**src/hdl/ecl_pkg.sv**
```systemverilog
// package: register map, field layout and load sequence constants
package ecl_pkg;

  // apb geometry: one register per aligned word, index = byte address / 4
  localparam int ADDR_W = 14;
  localparam int IDX_W = 12;
  localparam int IDX_LSB = 2;

  // register indices (printed offsets)
  localparam logic [IDX_W-1:0] IDX_STATION_ALIAS = 12'h012;
  localparam logic [IDX_W-1:0] IDX_INTERFACE_CONTROL = 12'h140;
  localparam logic [IDX_W-1:0] IDX_CORE_CONFIGURATION = 12'h141;
  localparam logic [IDX_W-1:0] IDX_ASIC_CONFIGURATION = 12'h142;
  localparam logic [IDX_W-1:0] IDX_RESERVED_CONFIG_WORD = 12'h144;
  localparam logic [IDX_W-1:0] IDX_INTERFACE_CONFIGURATION = 12'h150;
  localparam logic [IDX_W-1:0] IDX_SYNC_LATCH_CONFIGURATION = 12'h151;
  localparam logic [IDX_W-1:0] IDX_EXTENDED_INTERFACE_CONFIG = 12'h152;
  localparam logic [IDX_W-1:0] IDX_MGMT_CONTROL_STATUS = 12'h510;
  localparam logic [IDX_W-1:0] IDX_SYNC_PULSE_LENGTH = 12'h982;
  // local registers
  localparam logic [IDX_W-1:0] IDX_GENERAL_OUTPUTS = 12'h200;
  localparam logic [IDX_W-1:0] IDX_GENERAL_INPUTS = 12'h201;
  localparam logic [IDX_W-1:0] IDX_LOAD_CONTROL = 12'h202;
  localparam logic [IDX_W-1:0] IDX_LOAD_STATUS = 12'h203;

  // user ram: 128 bytes, one byte per word at indices 0xF80..0xFFF
  localparam int RAM_AW = 7;
  localparam int RAM_DEPTH = 128;
  localparam logic [IDX_W-RAM_AW-1:0] RAM_IDX_TOP = 5'h1F;

  // eeprom words in load order
  localparam int EE_AW = 3;
  localparam logic [EE_AW-1:0] EE_W_CTRL_CORE = 3'h0;
  localparam logic [EE_AW-1:0] EE_W_IFCFG_SYNC = 3'h1;
  localparam logic [EE_AW-1:0] EE_W_PULSE = 3'h2;
  localparam logic [EE_AW-1:0] EE_W_EXTCFG = 3'h3;
  localparam logic [EE_AW-1:0] EE_W_ALIAS = 3'h4;
  localparam logic [EE_AW-1:0] EE_W_ASIC_MGMT = 3'h5;
  localparam logic [EE_AW-1:0] EE_W_LAST = 3'h6;

  // field layout
  localparam logic [7:0] CORE_EE_MASK = 8'h73;
  localparam logic [7:0] CORE_DC_MASK = 8'h0C;
  localparam logic [15:0] ASIC_MASK = 16'hC0C0;
  localparam int MGMT_LINK_BIT = 2;
  localparam int EE_MGMT_LINK_BIT = 15;
  localparam logic [15:0] MGMT_WR_MASK = 16'hFFFB;
  localparam int DIR_LSB = 0;
  localparam int OD_LSB = 8;
  localparam int LD_START_BIT = 0;
  localparam int ST_BUSY_BIT = 0;
  localparam int ST_DONE_BIT = 1;

  // reset values
  localparam logic [7:0] RST8 = 8'h00;
  localparam logic [15:0] RST16 = 16'h0000;
  localparam logic [31:0] RST32 = 32'h0000_0000;

  typedef enum logic [1:0] {ST_START, ST_READ, ST_IDLE} ecl_state_t;

endpackage : ecl_pkg

```
**src/hdl/ecl_config_loader.sv**
```systemverilog
// config loader: eeprom copy, apb registers, general purpose i/o, user ram
//
// Contract
// - sixteen general inputs and outputs, set and read through registers
// - output register stays writable when i/o unavailable but drives nothing
// - input register reads zero when i/o unavailable
// - lines configured in pairs as input, push-pull or open-drain
// - extended config bits 7:0 give pair direction, one means output
// - extended config bits 15:8 give pair buffer, one means open-drain
// - digital i/o mode disables general i/o, extended config gives directions
// - 128-byte user ram at 0F80h-0FFFh, contents undefined after reset
// - word 0 bits 7:0 load interface select at 0140h
// - core configuration loads bits 6:4,1,0 from word 0 bits 14:12,9,8
// - core configuration bits 3:2 are not loaded from eeprom
// - word 1 bits 7:0 load interface configuration at 0150h
// - spi mode meanings of interface configuration bits 2:0
// - alternate spi mode meanings of interface configuration bits 5,4,1:0
// - host bus mode meanings of interface configuration bits 7:0
// - word 1 bits 15:8 load sync/latch configuration at 0151h
// - word 2 loads sync pulse length at 0982h in full
// - word 3 loads extended configuration at 0152h
// - word 4 loads station alias at 0012h in full
// - word 5 bit 15 loads management link detection bit 2 at 0510h on the first load only, reloads keep it
// - word 5 loads asic configuration bits 15,14,7,6 at 0142h
//
// The APB interface to the registers is this design's own decision.
`timescale 1ns/100ps

module ecl_config_loader
  import ecl_pkg::*;
#(
  parameter int GPIO_W = 16,
  parameter logic [7:0] DIGIO_SELECT = 8'h04
) (
  input wire logic clk_i,
  input wire logic resetn_i,
  input wire logic ce_i,
  // apb slave
  input wire logic psel,
  input wire logic penable,
  input wire logic pwrite,
  input wire logic [ADDR_W-1:0] paddr,
  input wire logic [31:0] pwdata,
  output logic [31:0] prdata,
  output logic pready,
  output logic pslverr,
  // eeprom word reader
  output logic ee_rd_o,
  output logic [EE_AW-1:0] ee_addr_o,
  input wire logic ee_valid_i,
  input wire logic [15:0] ee_data_i,
  // chip configuration strap: general i/o pins present
  input wire logic chip_gpio_en_i,
  // general purpose pins
  input wire logic [GPIO_W-1:0] gpio_i,
  output logic [GPIO_W-1:0] gpio_o,
  output logic [GPIO_W-1:0] gpio_oe_o,
  // configuration towards the core
  output logic [7:0] interface_select_o,
  output logic [7:0] core_config_o,
  output logic [7:0] interface_cfg_o,
  output logic [7:0] sync_latch_cfg_o,
  output logic [15:0] ext_cfg_o,
  output logic [7:0] digio_dir_o,
  output logic [15:0] sync_pulse_len_o,
  output logic [15:0] station_alias_o,
  output logic [15:0] asic_cfg_o,
  output logic mgmt_link_det_o,
  output logic load_done_o
);

  ////////////////////////////////////////////////////////////////////////////
  // state
  ecl_state_t state_r;
  logic [EE_AW-1:0] word_r;
  logic first_done_r;
  logic done_r;
  logic [7:0] if_ctrl_r;
  logic [7:0] core_cfg_r;
  logic [7:0] if_cfg_r;
  logic [7:0] sync_cfg_r;
  logic [15:0] ext_cfg_r;
  logic [15:0] pulse_r;
  logic [15:0] alias_r;
  logic [15:0] asic_r;
  logic [15:0] mgmt_r;
  logic [GPIO_W-1:0] gpo_r;
  logic [GPIO_W-1:0] gpio_o_r;
  logic [GPIO_W-1:0] gpio_oe_r;
  logic [31:0] prdata_r;
  logic pslverr_r;
  logic [7:0] ram [0:RAM_DEPTH-1];

  ////////////////////////////////////////////////////////////////////////////
  // apb decode
  function automatic logic is_idx(input logic [IDX_W-1:0] a,
                                  input logic [IDX_W-1:0] b);
    is_idx = (a == b);
  endfunction : is_idx

  logic [IDX_W-1:0] idx;
  logic setup;
  logic wr_acc;
  logic hit_alias, hit_ctrl, hit_core, hit_asic, hit_rsvd, hit_ifcfg;
  logic hit_sync, hit_ext, hit_mgmt, hit_pulse, hit_gpo, hit_gpi;
  logic hit_ldc, hit_lds, hit_ram, hit_any;
  logic [RAM_AW-1:0] ram_a;

  assign idx = paddr[ADDR_W-1:IDX_LSB];
  assign setup = psel & ~penable;
  assign wr_acc = psel & penable & pwrite;
  assign hit_alias = is_idx(idx, IDX_STATION_ALIAS);
  assign hit_ctrl = is_idx(idx, IDX_INTERFACE_CONTROL);
  assign hit_core = is_idx(idx, IDX_CORE_CONFIGURATION);
  assign hit_asic = is_idx(idx, IDX_ASIC_CONFIGURATION);
  assign hit_rsvd = is_idx(idx, IDX_RESERVED_CONFIG_WORD);
  assign hit_ifcfg = is_idx(idx, IDX_INTERFACE_CONFIGURATION);
  assign hit_sync = is_idx(idx, IDX_SYNC_LATCH_CONFIGURATION);
  assign hit_ext = is_idx(idx, IDX_EXTENDED_INTERFACE_CONFIG);
  assign hit_mgmt = is_idx(idx, IDX_MGMT_CONTROL_STATUS);
  assign hit_pulse = is_idx(idx, IDX_SYNC_PULSE_LENGTH);
  assign hit_gpo = is_idx(idx, IDX_GENERAL_OUTPUTS);
  assign hit_gpi = is_idx(idx, IDX_GENERAL_INPUTS);
  assign hit_ldc = is_idx(idx, IDX_LOAD_CONTROL);
  assign hit_lds = is_idx(idx, IDX_LOAD_STATUS);
  assign hit_ram = (idx[IDX_W-1:RAM_AW] == RAM_IDX_TOP);
  assign ram_a = idx[RAM_AW-1:0];
  assign hit_any = hit_alias | hit_ctrl | hit_core | hit_asic | hit_rsvd |
                   hit_ifcfg | hit_sync | hit_ext | hit_mgmt | hit_pulse |
                   hit_gpo | hit_gpi | hit_ldc | hit_lds | hit_ram;

  ////////////////////////////////////////////////////////////////////////////
  // eeprom load sequencer
  logic ld_word;
  logic reload_req;
  logic [15:0] w;

  assign w = ee_data_i;
  assign ld_word = (state_r == ST_READ) & ee_valid_i;
  assign reload_req = wr_acc & hit_ldc & pwdata[LD_START_BIT];

  logic ld_ctrl, ld_ifcfg, ld_pulse, ld_ext, ld_alias, ld_asic;
  assign ld_ctrl = ld_word & (word_r == EE_W_CTRL_CORE);
  assign ld_ifcfg = ld_word & (word_r == EE_W_IFCFG_SYNC);
  assign ld_pulse = ld_word & (word_r == EE_W_PULSE);
  assign ld_ext = ld_word & (word_r == EE_W_EXTCFG);
  assign ld_alias = ld_word & (word_r == EE_W_ALIAS);
  assign ld_asic = ld_word & (word_r == EE_W_ASIC_MGMT);

  ecl_state_t state_nxt;
  logic [EE_AW-1:0] word_nxt;

  always_comb begin
    state_nxt = state_r;
    word_nxt = word_r;
    case (state_r)
      ST_START: begin
        state_nxt = ST_READ;
        word_nxt = EE_W_CTRL_CORE;
      end
      ST_READ: begin
        if (ee_valid_i) begin
          if (word_r == EE_W_LAST) begin
            state_nxt = ST_IDLE;
          end else begin
            word_nxt = word_r + 3'h1;
          end
        end
      end
      ST_IDLE: begin
        if (reload_req) begin
          state_nxt = ST_START;
        end
      end
      default: state_nxt = ST_START;
    endcase
  end

  always_ff @(posedge clk_i) begin
    if (!resetn_i) begin
      state_r <= ST_START;
      word_r <= EE_W_CTRL_CORE;
      done_r <= 1'b0;
      first_done_r <= 1'b0;
    end else if (ce_i) begin
      state_r <= state_nxt;
      word_r <= word_nxt;
      if (state_nxt == ST_START) begin
        done_r <= 1'b0;
      end else if (state_r == ST_READ && state_nxt == ST_IDLE) begin
        done_r <= 1'b1;
        first_done_r <= 1'b1;
      end
    end
  end

  assign ee_rd_o = (state_r == ST_READ);
  assign ee_addr_o = word_r;

  ////////////////////////////////////////////////////////////////////////////
  // configuration registers: a load word wins over a bus write
  logic [15:0] wd16;
  logic [7:0] wd8;
  assign wd16 = pwdata[15:0];
  assign wd8 = pwdata[7:0];
  logic [7:0] core_ld;
  assign core_ld = (w[15:8] & CORE_EE_MASK) | (core_cfg_r & CORE_DC_MASK);
  logic [15:0] mgmt_ld;
  assign mgmt_ld = first_done_r ? mgmt_r :
                   ((mgmt_r & MGMT_WR_MASK) |
                    (16'(w[EE_MGMT_LINK_BIT]) << MGMT_LINK_BIT));

  always_ff @(posedge clk_i) begin
    if (!resetn_i) begin
      if_ctrl_r <= RST8;
      core_cfg_r <= RST8;
      if_cfg_r <= RST8;
      sync_cfg_r <= RST8;
      ext_cfg_r <= RST16;
      pulse_r <= RST16;
      alias_r <= RST16;
      asic_r <= RST16;
      mgmt_r <= RST16;
    end else if (ce_i) begin
      if (ld_ctrl) begin
        if_ctrl_r <= w[7:0];
        core_cfg_r <= core_ld;
      end else begin
        if (wr_acc & hit_ctrl) if_ctrl_r <= wd8;
        if (wr_acc & hit_core) begin
          core_cfg_r <= wd8 & (CORE_EE_MASK | CORE_DC_MASK);
        end
      end
      if (ld_ifcfg) begin
        if_cfg_r <= w[7:0];
        sync_cfg_r <= w[15:8];
      end else begin
        if (wr_acc & hit_ifcfg) if_cfg_r <= wd8;
        if (wr_acc & hit_sync) sync_cfg_r <= wd8;
      end
      if (ld_pulse) begin
        pulse_r <= w;
      end else if (wr_acc & hit_pulse) begin
        pulse_r <= wd16;
      end
      if (ld_ext) begin
        ext_cfg_r <= w;
      end else if (wr_acc & hit_ext) begin
        ext_cfg_r <= wd16;
      end
      if (ld_alias) begin
        alias_r <= w;
      end else if (wr_acc & hit_alias) begin
        alias_r <= wd16;
      end
      if (ld_asic) begin
        asic_r <= w & ASIC_MASK;
        mgmt_r <= mgmt_ld;
      end else begin
        if (wr_acc & hit_asic) asic_r <= wd16 & ASIC_MASK;
        if (wr_acc & hit_mgmt) begin
          mgmt_r <= (wd16 & MGMT_WR_MASK) | (mgmt_r & ~MGMT_WR_MASK);
        end
      end
    end
  end

  ////////////////////////////////////////////////////////////////////////////
  // general purpose i/o
  logic gpio_en;
  logic [GPIO_W-1:0] gpio_o_nxt;
  logic [GPIO_W-1:0] gpio_oe_nxt;
  logic [GPIO_W-1:0] gpi_val;

  // digital i/o mode owns the pins instead
  assign gpio_en = chip_gpio_en_i & (if_ctrl_r != DIGIO_SELECT);
  assign gpi_val = gpio_en ? gpio_i : {GPIO_W{1'b0}};

  genvar gi;
  generate
    for (gi = 0; gi < GPIO_W; gi++) begin : g_pin
      logic dir_out;
      logic open_drain;
      assign dir_out = ext_cfg_r[DIR_LSB + gi/2];
      assign open_drain = ext_cfg_r[OD_LSB + gi/2];
      // open-drain drives only the low level
      assign gpio_o_nxt[gi] = open_drain ? 1'b0 : gpo_r[gi];
      assign gpio_oe_nxt[gi] = gpio_en & dir_out &
                               (~open_drain | ~gpo_r[gi]);
    end
  endgenerate

  always_ff @(posedge clk_i) begin
    if (!resetn_i) begin
      gpo_r <= {GPIO_W{1'b0}};
      gpio_o_r <= {GPIO_W{1'b0}};
      gpio_oe_r <= {GPIO_W{1'b0}};
    end else if (ce_i) begin
      if (wr_acc & hit_gpo) gpo_r <= pwdata[GPIO_W-1:0];
      gpio_o_r <= gpio_o_nxt;
      gpio_oe_r <= gpio_oe_nxt;
    end
  end

  ////////////////////////////////////////////////////////////////////////////
  // user ram, no reset: contents undefined
  always_ff @(posedge clk_i) begin
    if (ce_i && wr_acc && hit_ram) begin
      ram[ram_a] <= wd8;
    end
  end

  ////////////////////////////////////////////////////////////////////////////
  // read path: data captured in setup, presented in access
  logic [31:0] rd_word;
  logic [15:0] lds_word;

  assign lds_word = (16'(ee_rd_o) << ST_BUSY_BIT) |
                    (16'(done_r) << ST_DONE_BIT);

  assign rd_word =
    ({32{hit_alias}} & {16'h0000, alias_r}) |
    ({32{hit_ctrl}} & {24'h000000, if_ctrl_r}) |
    ({32{hit_core}} & {24'h000000, core_cfg_r}) |
    ({32{hit_asic}} & {16'h0000, asic_r}) |
    ({32{hit_ifcfg}} & {24'h000000, if_cfg_r}) |
    ({32{hit_sync}} & {24'h000000, sync_cfg_r}) |
    ({32{hit_ext}} & {16'h0000, ext_cfg_r}) |
    ({32{hit_mgmt}} & {16'h0000, mgmt_r}) |
    ({32{hit_pulse}} & {16'h0000, pulse_r}) |
    ({32{hit_gpo}} & 32'(gpo_r)) |
    ({32{hit_gpi}} & 32'(gpi_val)) |
    ({32{hit_lds}} & {16'h0000, lds_word}) |
    ({32{hit_ram}} & {24'h000000, ram[ram_a]});

  always_ff @(posedge clk_i) begin
    if (!resetn_i) begin
      prdata_r <= RST32;
      pslverr_r <= 1'b0;
    end else if (ce_i) begin
      if (setup) begin
        prdata_r <= pwrite ? RST32 : rd_word;
        pslverr_r <= ~hit_any;
      end
    end
  end

  assign prdata = prdata_r;
  assign pslverr = pslverr_r & psel & penable;
  assign pready = 1'b1;

  ////////////////////////////////////////////////////////////////////////////
  // outputs to the core
  assign gpio_o = gpio_o_r;
  assign gpio_oe_o = gpio_oe_r;
  assign interface_select_o = if_ctrl_r;
  assign core_config_o = core_cfg_r;
  assign interface_cfg_o = if_cfg_r;
  assign sync_latch_cfg_o = sync_cfg_r;
  assign ext_cfg_o = ext_cfg_r;
  assign digio_dir_o = ext_cfg_r[DIR_LSB +: 8];
  assign sync_pulse_len_o = pulse_r;
  assign station_alias_o = alias_r;
  assign asic_cfg_o = asic_r;
  // link detection stays off until a load has completed
  assign mgmt_link_det_o = mgmt_r[MGMT_LINK_BIT] & first_done_r;
  assign load_done_o = done_r;

endmodule : ecl_config_loader

```
**config.mk**
```make
export PLATFORM = sky130hd
export DESIGN_NAME = ecl_config_loader
export DESIGN_NICKNAME = d
export VERILOG_FILES = /design/src/hdl/ecl_pkg.sv /design/src/hdl/ecl_config_loader.sv
export SDC_FILE = /design/constraint.sdc
export NUM_CORES = 1
export LEC_CHECK = 0
export BUFFER_PORTS_ARGS = -buffer_cell sky130_fd_sc_hd__buf_2
export CORE_AREA = 10 10 340 342
export DETAILED_ROUTE_END_ITERATION = 10
export DIE_AREA = 0 0 350 352
export PLACE_DENSITY = 0.67
export SLEW_MARGIN = 0
export SYNTH_ARGS = -nofsm -noshare
export SYNTH_HDL_FRONTEND = slang
export SYNTH_SLANG_ARGS = --single-unit
```
**constraint.sdc**
```tcl
create_clock -name clk_i -period 4.2 [get_ports clk_i]
set_input_delay 0.42 -clock clk_i [delete_from_list [all_inputs] [get_ports clk_i]]
set_output_delay 0.42 -clock clk_i [all_outputs]
set_load 0.02 [all_outputs]
```
==> impl_metrics.py <==
metrics = {
    "cells_and_area": {
        "final_nets": 3305,
        "layout_commonest_cell": "edfxtp_1",
        "final_area_mm2": 0.0551,
        "synthToLayoutAreaGrowth_pct": 13.5,
        "num-fill-cells": 8808,
        "finalNonFillerCells": 4729,
        "drive_above_1_share_pct": 24.2,
        "layout_common_cells": "edfxtp_1, nor2_1, mux4_2",
    },
    "clocking": {
        "hold_buffers": 0,
        "clkSinkCount": 1195,
        "cts_buffer_depth": 3,
        "cts_tree": "done",
        "postCtsSetupRepairBufs": 0,
        "cts-root-buf": "clkbuf_16",
        "cts-resized-gates": 0,
        "clk_pin_slew_ns": 0.07,
        "clk_latency_ns": 0.70,
        "cts_made_buffers": 119,
        "cts.htree.levels": 3,
    },
    "setup_path": {
        "worstPathArrival_ns": 3.83,
        "path_max_fanout": 57,
        "max_stage_delay_ns": 0.86,
        "cp_common_cell": "buf_4",
        "slowest_stage": "a2111oi_0",
        "worstSetupEndpointType": "flop",
        "crit_required_ns": 4.76,
        "crit_chain": "buf_8 > buf_4 > mux4_2 > nand2_1 > a21oi_1 > a2111oi_0 > buf_4 > o2111ai_1 > a221oi_1 > buf_4 > o21ai_0",
        "setup.worst_path.start_class": "primary input",
        "critical-path-top-delay-family": "compound AO/OA/AOI/OAI gates",
        "criticalPathCategory": "in2reg",
        "cp_num_buf_inv": 4,
    },
    "timing": {
        "tns_ns": 0,
        "min_period_over_period_pct": 77.9,
        "finalHoldViolations": 0,
        "max_slew.worst_pin.slew_ns": 1.29,
        "maxSlewHeadroom_pct": 14.3,
        "fin_crit_ns": 3.27,
        "final-setup-viol-count": 0,
        "fmax_mhz": 306,
        "drv_slew": 0,
        "finalClockSkew_ns": 0.0260,
        "rsz0062_at_grt": "false",
    },
    "pwr": {
        "pwr-share-clk_pct": 42.3,
        "internal-power_uw": 19200,
        "p_per_area_mw_per_mm2": 445,
        "comb_power_share_pct": 5.1,
        "switchingPower_uw": 5310,
        "vdd_ir_drop_max_v": 0.000315,
        "switching_share_pct": 21.7,
        "leakage_uw": 0.0183,
        "seqPwrFrac_pct": 52.6,
    },
    "synth": {
        "async_flop_share_pct": 0,
        "ys_seq_area_share_pct": 70.4,
        "syn_area_mm2": 0.0485,
        "synth-edff-count": 1024,
        "synth_cells": 2940,
        "syn_avg_cell_area_um2": 16.5,
        "yosys_warnings": 0,
        "synth-seq-cells": 1195,
        "ys.flop_type": "edfxtp_1",
        "yosys.cell_types.count": 87,
    },
    "grt": {
        "grt_pass1_wl_um": 198000,
        "grt_max_degree": 162,
        "grt_overflow": 0,
        "antenna_found_initial": 2,
        "gr-usage-all-layers_pct": 21.6,
        "grt_pass1_vias": 28306,
    },
    "routing": {
        "routed_wl_um": 137000,
        "final_antenna_net_count": 0,
        "viasPerCell": 6.11,
        "num_vias": 28903,
        "drtIter0Drc": 3396,
        "dr.pass1.iters": 6,
        "wl_per_cell_um": 29.0,
        "drc": 0,
    },
    "die": {
        "die_w_um": 350,
        "die_area_mm2": 0.123,
        "fp.dieH_um": 352,
        "rows": 121,
        "coreArea_mm2": 0.109,
        "num_io_pins": 262,
        "initial_core_util_pct": 44.7,
    },
    "run": {
        "drv_cap": 0,
    },
    "placement": {
        "place_area_mm2": 0.0513,
        "gp_congestion": 0.953,
        "port_buffers": 213,
        "placed_cells": 4507,
        "place_hpwl_um": 90800,
    },
    "hold_path": {
        "min_path_type": "in2reg",
    },
    "outcome": {
        "status": "complete, no violations",
    },
}
per-layer routing:
metal / vias up / share of wire (%) / GRT usage (%)
met4: 2 / 4.7 / 9.45
li1: 12223 / - / -
met1: 14658 / 39 / 28.9
met3: 321 / 10 / 4.82
met5: - / 0.0051 / 0
met2: 1699 / 46 / 33.7
per-stage QoR:
stage,utilization [%],hold slack [ns],setup slack (ns),total power (uW)
finish,50.7,0.0535,0.929,24500
detailed placement,47.2,0.444,0.364,14400
floorplan,-,0.431,1.46,13800
CTS,50.7,0.0285,1.06,24600
global route,50.7,0.0632,0.843,25200
global placement,47.2,0.439,0.349,14400
power by group through the flow:
stage / combinational (uW) / clock, uW / sequential [uW]
after floorplan: 695 / 0 / 13100
after global placement: 1230 / 0 / 13100
after detailed placement: 1240 / 0 / 13100
after CTS: 1250 / 10500 / 12900
after global routing: 1320 / 11000 / 12900
final: 1260 / 10400 / 12900
cells in the mapped netlist (all sizes together), types with 5 or more instances:
cell    number  area (um2)
a311oi      57         512
nor2       298        1130
mux2i      114        1140
nor4        22         246
a22oi       46         355
and2         7        43.8
dfxtp      171        3420
nand2b       7        43.8
a22o        12         105
nand4       12        75.1
ha           5        62.6
a21oi      130         651
o21ai       25         136
clkbuf      83         313
o221ai       9        78.8
nand2      230         878
a211oi      51         388
inv         12        45.1
a32oi       13         114
mux4       235        5300
and3         8        50.1
mux2         6        67.6
o22ai        9        56.3
edfxtp    1024       30700
nand3       81         405
nor2b       16         100
nor3        11        71.3
or4b         7        73.8
a221oi      21         190
or4          5        37.5
buf        146        1080
cell families (layout without fill, tap and decap cells):
kind of cell | Yosys count | in the layout | share of synthesized area (%)
flip-flops | 1195 | 1195 | 70.4
multiplexers | 355 | 355 | 13.4
AND/OR/NAND/NOR | 727 | 727 | 6.93
other | 2 | 32 | 0.0155
AO/OA/AOI/OAI | 414 | 414 | 6.10
buffers and inverters | 242 | 587 | 2.97
adder cells (fa/ha/maj) | 5 | 5 | 0.129
final cells by class:
cell class / instances / area, um2 / area share, %
well taps: 1414 / 1770 / 3.21
clock buffers: 144 / 3110 / 5.66
inverters: 13 / 51.3 / 0.0932
flip-flops and latches: 1195 / 34200 / 62.1
repair buffers: 354 / 2270 / 4.12
multi-input cells: 1531 / 13000 / 23.6
diodes: 2 / 5.00 / 0.00909
clock inverters: 76 / 669 / 1.22
worst paths after layout:
check / cells after the start / startpoint / slack (ns) / to
setup / recovery: 11 / paddr[2] / 0.93 / prdata[7]
hold / removal: 3 / ee_data_i[0] / 0.05 / interface_select_o[0]
setup reg to reg: 9 / ram[51][7] / 1.08 / prdata[7]
hold reg to reg: 2 / prdata[14] / 0.45 / prdata[14]
worst reg2reg max path, stage by stage, from the launching register on:
cell and delay [ns]:
edfxtp_1 0.38, mux4_2 0.55, nand2_1 0.12, a21oi_1 0.13, a2111oi_0 0.89, buf_4 0.23, o2111ai_1 0.15, a221oi_1 0.27
buf_4 0.21, o21ai_0 0.08
state kept, by name (all words and copies together), names as in the netlist, 3 cells and up:
name,flops
sync_pulse_len_o,16
station_alias_o,16
interface_select_o,8
ram,1024
ee_addr_o,3
asic_cfg_o,4
sync_latch_cfg_o,8
gpio_oe_o,16
interface_cfg_o,8
gpio_o,16
gpo_r,16
ext_cfg_o,16
mgmt_r,16
prdata,16
core_config_o,7
Power figures use the tool's default switching activity.
